### config.mk
export PLATFORM = sky130hd
export DESIGN_NAME = wdit_timer
export DESIGN_NICKNAME = d
export VERILOG_FILES = /design/src/verilog/wdit_count.v /design/src/verilog/wdit_timer.v
export VERILOG_INCLUDE_DIRS = /design/src /design/src/verilog
export SDC_FILE = /design/constraint.sdc
export NUM_CORES = 1
export LEC_CHECK = 0
export ABC_AREA = 1
export BUFFER_PORTS_ARGS = -buffer_cell sky130_fd_sc_hd__buf_2
export CORE_ASPECT_RATIO = 1.4
export CORE_UTILIZATION = 30
export CTS_CLUSTER_SIZE = 14
export DETAILED_ROUTE_END_ITERATION = 16
export GPL_TIMING_DRIVEN = 0
export MAX_ROUTING_LAYER = met4
export PLACE_DENSITY = 0.5
export SYNTH_ARGS = -nofsm -noshare
export SYNTH_HDL_FRONTEND = slang
export SYNTH_SLANG_ARGS = --single-unit
### constraint.sdc
create_clock -name i_ref_clk -period 2 [get_ports i_ref_clk]
set_input_delay 0.3 -clock i_ref_clk [delete_from_list [all_inputs] [get_ports i_ref_clk]]
set_output_delay 0.3 -clock i_ref_clk [all_outputs]
set_load 0.03 [all_outputs]
### src/verilog/wdit_defs.vh
`ifndef WDIT_DEFS_VH
`define WDIT_DEFS_VH
// control word field positions
`define WDIT_KEY_WRITE      8'h5a
`define WDIT_KEY_READ       8'h69
`define WDIT_BIT_HALT       7
`define WDIT_BIT_NMIES      6
`define WDIT_BIT_NMI        5
`define WDIT_BIT_MODE       4
`define WDIT_BIT_CLEAR      3
`define WDIT_BIT_CLKSEL     2
`define WDIT_IVL_HI         1
`define WDIT_IVL_LO         0
`define WDIT_CTL_RESET      8'h00
// counter bit that marks expiry for each interval code
`define WDIT_TAP_32768      4'd15
`define WDIT_TAP_8192       4'd13
`define WDIT_TAP_512        4'd9
`define WDIT_TAP_64         4'd6
// restart pulse count at which the pulse ends; the pulse lasts 5 reference clocks
`define WDIT_RESET_PULSE    4'd4
`endif

### src/verilog/wdit_count.v
`timescale 1ns/10ps
`include "wdit_defs.vh"
module wdit_count #(
    parameter WIDTH = 16
) (
    input  wire             i_ref_clk,
    input  wire             i_rst_n,
    input  wire             i_clear,
    input  wire             i_tick,
    output reg  [WIDTH-1:0] o_count
);
    // free up-counter with no software path; clear wins over tick
    always @(posedge i_ref_clk) begin
        if (!i_rst_n || i_clear) begin
            o_count <= {WIDTH{1'b0}};
        end else if (i_tick) begin
            o_count <= o_count + {{(WIDTH-1){1'b0}}, 1'b1};
        end
    end
endmodule // wdit_count

### src/verilog/wdit_timer.v
`timescale 1ns/10ps
`include "wdit_defs.vh"
module wdit_timer #(
    parameter WIDTH = 16
) (
    input  wire        i_ref_clk,
    input  wire        i_rst_n,
    input  wire        i_aux_tick,
    input  wire        i_sub_main_tick,
    input  wire        i_raw_osc_tick,
    input  wire        i_main_tick,
    input  wire        i_aux_fail,
    input  wire        i_sub_main_fail,
    input  wire        i_wr,
    input  wire [15:0] i_wdata,
    input  wire        i_flag_clear,
    output reg  [15:0] o_wd_control_word,
    output reg         o_power_up_clear_reset,
    output reg         o_wd_interval_flag,
    output reg         o_key_violation,
    output reg         o_pin_nmi,
    output reg         o_pin_nmi_falling
);
    localparam ST_RUN   = 1'b0;
    localparam ST_RESET = 1'b1;

    reg             state;
    reg [3:0]       pulse_cnt;
    reg [7:0]       ctl;
    reg             boot_raw;   // still on the raw oscillator after restart
    reg             prev_tap;
    reg             clr_pulse;
    wire [WIDTH-1:0] wd_count;
    reg             tick;
    reg             tap;
    reg             key_bad;
    reg             expire;
    reg             next_state;

    // which counter bit marks the chosen interval
    function [3:0] tap_sel;
        input [1:0] code;
        begin
            case (code)
                2'b00:   tap_sel = `WDIT_TAP_32768;
                2'b01:   tap_sel = `WDIT_TAP_8192;
                2'b10:   tap_sel = `WDIT_TAP_512;
                default: tap_sel = `WDIT_TAP_64;
            endcase
        end
    endfunction

    wire wr_ok = i_wr && (i_wdata[15:8] == `WDIT_KEY_WRITE);

    // clock source choice with fail-safe fallback to main clock in watchdog mode only
    always @* begin
        if (boot_raw) begin
            tick = i_raw_osc_tick;
        end else if (ctl[`WDIT_BIT_CLKSEL]) begin
            tick = (!ctl[`WDIT_BIT_MODE] && i_aux_fail) ? i_main_tick : i_aux_tick;
        end else begin
            tick = (!ctl[`WDIT_BIT_MODE] && i_sub_main_fail) ? i_main_tick : i_sub_main_tick;
        end
        tick = tick && !ctl[`WDIT_BIT_HALT] && (state == ST_RUN);
        tap = wd_count[tap_sel(ctl[`WDIT_IVL_HI:`WDIT_IVL_LO])];
        key_bad = i_wr && !wr_ok && (state == ST_RUN);
        // a halted counter must not expire even if an interval change exposes a set tap bit
        expire = tap && !prev_tap && !clr_pulse && !ctl[`WDIT_BIT_HALT];
        next_state = state;
        if (state == ST_RUN && (key_bad || (expire && !ctl[`WDIT_BIT_MODE]))) begin
            next_state = ST_RESET;
        end else if (state == ST_RESET && pulse_cnt == `WDIT_RESET_PULSE) begin
            next_state = ST_RUN;
        end
    end

    // counter itself sits in its own module; only clock, reset, clear and tick reach it
    wdit_count #(.WIDTH(WIDTH)) u_count (
        .i_ref_clk (i_ref_clk),
        .i_rst_n   (i_rst_n),
        .i_clear   (clr_pulse),
        .i_tick    (tick),
        .o_count   (wd_count)
    );

    // control word, restart sequencing, flag
    always @(posedge i_ref_clk) begin
        if (!i_rst_n) begin
            state                  <= ST_RUN;
            pulse_cnt              <= 4'h0;
            ctl                    <= `WDIT_CTL_RESET;
            boot_raw               <= 1'b1;
            prev_tap               <= 1'b0;
            clr_pulse              <= 1'b1;
            o_power_up_clear_reset <= 1'b0;
            o_wd_interval_flag     <= 1'b0;
            o_key_violation        <= 1'b0;
            o_wd_control_word      <= {`WDIT_KEY_READ, `WDIT_CTL_RESET};
            o_pin_nmi              <= 1'b0;
            o_pin_nmi_falling      <= 1'b0;
        end else begin
            state     <= next_state;
            prev_tap  <= tap && !clr_pulse;
            clr_pulse <= 1'b0;
            if (state == ST_RESET) begin
                // restart returns control to defaults, incl. reset pin mode
                pulse_cnt <= pulse_cnt + 4'h1;
                ctl       <= `WDIT_CTL_RESET;
                boot_raw  <= 1'b1;
                clr_pulse <= 1'b1;
                prev_tap  <= 1'b0;
            end else begin
                pulse_cnt <= 4'h0;
                if (wr_ok) begin
                    ctl       <= i_wdata[7:0] & ~(8'h01 << `WDIT_BIT_CLEAR);
                    boot_raw  <= 1'b0;
                    clr_pulse <= i_wdata[`WDIT_BIT_CLEAR];
                end
            end
            o_power_up_clear_reset <= (next_state == ST_RESET);
            // flag marks either interval expiry or watchdog cause; set beats clear
            if ((state == ST_RUN) && (expire || key_bad)) begin
                o_wd_interval_flag <= 1'b1;
            end else if (i_flag_clear) begin
                o_wd_interval_flag <= 1'b0;
            end
            o_key_violation   <= key_bad;
            o_wd_control_word <= {`WDIT_KEY_READ, (next_state == ST_RESET) ? `WDIT_CTL_RESET :
                                  (wr_ok ? (i_wdata[7:0] & 8'hf7) : ctl)};
            o_pin_nmi         <= (next_state == ST_RESET) ? 1'b0 :
                                 (wr_ok ? i_wdata[`WDIT_BIT_NMI] : ctl[`WDIT_BIT_NMI]);
            o_pin_nmi_falling <= (next_state == ST_RESET) ? 1'b0 :
                                 (wr_ok ? i_wdata[`WDIT_BIT_NMIES] : ctl[`WDIT_BIT_NMIES]);
        end
    end
endmodule // wdit_timer

==> results.txt <==
----------------------------------------------------
[Synthesis]
  Area of the mapped netlist ... 0.002072 sq mm
  Count of flip-flops with a built-in enable after synthesis ... 0
  Unique masters post-synth ... 31
  Asr flop ratio synth ... 0
  Mean area per synthesized cell ... 7.170 sq um
  Yosys warnings ... 0
  Prevailing post-synth register cell ... sky130_fd_sc_hd__dfxtp_1
  Fraction of the yosys area taken by sequential cells ... 0.4058
  Post-synthesis instance total ... 289
  Yosys reg bits ... 42

[Setup path]
  Crit end category ... register
  Setup slack on the worst flop-to-flop path ... 0.38 ns
  Category of the critical setup timing path ... reg2reg
  Crit Path Max Fanout ... 5
  Crit start category ... register
  WP data required ... 2.18 ns
  CP Data Arrival Time ... 1.80 ns

[Routing]
  Avg Vias per Cell ... 4.238
  1st-pass router iterations ... 4
  Post-DRT Antenna Nets ... 0
  Starting DRC count in detailed routing ... 42
  Wirelength per Cell ... 10.31 um
  Total Wirelength ... 4.464 mm
  Vias ... 1835
  Post-detailed-route DRC marker count ... 0

[Power]
  PnR Total Power ... 1.702 mW
  Power density over the cells ... 677.0 mW/mm^2
  Leakage power figure ... 1.081 nW
  Worst ir drop on vdd ... 0.0004774 V

[Layout]
  Number of filler cells placed in the layout ... 732
  Ant. Diodes ... 0
  Net total in the final layout ... 371
  Final Cell Area ... 0.002514 sq mm
  Fin util ... 0.3801
  Area used by multi-input combinational logic ... 0.001011 sq mm
  Register area ... 840.8 sq um
  Layout Area Growth over Synthesis ... 21.32%
  Share of cells above drive strength 1 ... 0.2082

[CTS]
  Clock Latency Late Sink ... 0.30 ns
  H-tree levels ... 2
  Number of gates given a new drive strength after cts ... 0
  CTS Buffer Depth ... 2
  CTS tree ... done
  Post-CTS setup repair buffer count ... 0
  Clock sink count ... 42
  Post-cts hold buffer count ... 0
  Clock input transition at the sequential cells of the worst setup and hold paths ... 0.09 ns
  Root cell of the clock tree ... sky130_fd_sc_hd__clkbuf_8
  CTS Buf Count ... 5

[Die]
  Area of the die ... 0.007247 sq mm
  Die span in y ... 100.3 um
  Die Span X ... 72.24 um
  Starting utilization of the core area ... 0.3133
  Core region area ... 0.006613 sq mm
  Total number of placement rows ... 35
  Number of top-level pins ... 47

[Timing]
  Final-report setup violation count ... 0
  Max Freq ... 0.6172 GHz
  Final worst-path cycle share ... 0.8101
  Hold Fails Final Rpt ... 0
  Total Neg Setup Slack ... 0 ns
  Unrepaired setup endpoints after global routing ... false
  Hold slack ... 0.1884 ns
  Post-route clock skew ... 0.007074 ns
  Final-report max-slew violation count ... 0
  Shortest period the worst path allows ... 1.620 ns

[Place]
  Routability congestion estimate from global placement ... 0.8171
  HPWL after detailed placement ... 3.455 mm
  Port bufs ... 38
  Cell Area, Placed ... 0.002400 sq mm

[Global route]
  Pin count of the biggest net entering global routing ... 15
  All-Layer GR Usage ... 0.1429
  Grt total ovfl ... 0
  Wire length of the first global-routing pass ... 7.852 mm
  Number of antenna violations at the first check in global routing ... 0
  Vias in the first global route ... 1838

[Flow run]
  Count of max-cap constraint violations ... 0

[Min path]
  Worst min-delay path class ... in2reg

[Run status]
  Outcome ... finished clean

----------------------------------------------------
-- through the flow --
stage          setup slack, ns  cells
4_1_cts                 0.3564    433
3_3_place_gp            0.3770    425
2_1_floorplan           0.6168    295
3_5_place_dp            0.3592    425
6_report                0.3799    433
5_1_grt                 0.1874    433
-- cells by family after synthesis --
| family | Yosys count | share of synthesized area |
|---|---|---|
| compound gates | 32 | 0.08213 |
| xor+xnor | 12 | 0.05073 |
| fa+ha+maj | 5 | 0.03019 |
| buf+inv | 49 | 0.1172 |
| flops | 42 | 0.4058 |
| other cells | 2 | 0.003625 |
| simple gates | 147 | 0.3104 |
-- metal layers --
metal  up-vias  part of all wire  track usage  wire length (um)
li1        994                 -            -                 -
met1       807              0.44       0.1476              1959
met2        28              0.52       0.2610              2309
met3         6             0.028      0.03213               127
met4         0             0.015      0.04977                68
met5         -                 0            -                 0
-- Yosys cell counts, types with 4 or more instances --
cell type / number / area (sq um)
sky130_fd_sc_hd__xor2_1: 9 / 78.83
sky130_fd_sc_hd__inv_1: 32 / 120.1
sky130_fd_sc_hd__a21oi_1: 17 / 85.08
sky130_fd_sc_hd__dfxtp_1: 42 / 840.8
sky130_fd_sc_hd__ha_1: 5 / 62.56
sky130_fd_sc_hd__nand2_1: 70 / 262.8
sky130_fd_sc_hd__nor2_1: 40 / 150.1
sky130_fd_sc_hd__nand3_1: 18 / 90.09
sky130_fd_sc_hd__buf_4: 11 / 82.58
sky130_fd_sc_hd__o21ai_0: 8 / 40.04
sky130_fd_sc_hd__nor3_1: 5 / 25.02
sky130_fd_sc_hd__nand4_1: 4 / 25.02
-- placed cells by master, fill, tap and decap left out, types with 2 or more instances in the layout --
master,n
sky130_fd_sc_hd__xor2_1,9
sky130_fd_sc_hd__inv_2,2
sky130_fd_sc_hd__nor2_1,40
sky130_fd_sc_hd__xnor2_1,3
sky130_fd_sc_hd__clkbuf_8,5
sky130_fd_sc_hd__nand3_1,18
sky130_fd_sc_hd__o21ai_1,3
sky130_fd_sc_hd__buf_2,38
sky130_fd_sc_hd__inv_1,32
sky130_fd_sc_hd__buf_4,11
sky130_fd_sc_hd__nor3_2,3
sky130_fd_sc_hd__buf_6,2
sky130_fd_sc_hd__conb_1,8
sky130_fd_sc_hd__ha_1,5
sky130_fd_sc_hd__nor3_1,5
sky130_fd_sc_hd__o21ai_0,8
sky130_fd_sc_hd__nand2_1,70
sky130_fd_sc_hd__dfxtp_1,42
sky130_fd_sc_hd__a21oi_1,17
sky130_fd_sc_hd__clkinvlp_4,2
sky130_fd_sc_hd__nand4_1,4
-- cell type report --
class,instances,area share
sequential,42,0.3345
tap,92,0.04579
inverter,35,0.05326
buffer,14,0.04330
timing repair buffer,38,0.07566
multi-input combinational,204,0.4022
clock buffer,5,0.02738
clock inverter,3,0.01792
-- critical path, stage by stage, from the launching register on --
cell and delay [ns]:
sky130_fd_sc_hd__dfxtp_1 0.44, sky130_fd_sc_hd__ha_1 0.26, sky130_fd_sc_hd__inv_1 0.08, sky130_fd_sc_hd__nor2_1 0.24
sky130_fd_sc_hd__nand3_1 0.16, sky130_fd_sc_hd__nand2_1 0.08, sky130_fd_sc_hd__inv_1 0.03, sky130_fd_sc_hd__o21ai_0 0.14
sky130_fd_sc_hd__a21oi_1 0.08
-- worst paths after layout --
| path | startpoint | endpoint | cells after the start |
|---|---|---|---|
| setup reg to reg | u_count.o_count[0] | u_count.o_count[12] | 8 |
| hold reg to reg | ctl[3] | ctl[3] | 2 |
| hold / removal | i_wdata[3] | clr_pulse | 3 |
| setup / recovery | u_count.o_count[0] | u_count.o_count[12] | 8 |
-- power by group --
part / switching, mW / internal, mW / total (mW)
registers: 0.00978 / 0.845 / 0.855
clock network: 0.319 / 0.372 / 0.691
logic: 0.0975 / 0.0587 / 0.156
total: 0.426 / 1.28 / 1.70
-- flip-flops by register name, indices dropped and copies added, names as in the netlist --
name	flops
u_count.o_count	16
ctl	8
o_wd_control_word	8
pulse_cnt	4
boot_raw	1
clr_pulse	1
o_key_violation	1
o_wd_interval_flag	1
prev_tap	1
state	1
No activity file was read; power rests on OpenSTA's default activity.
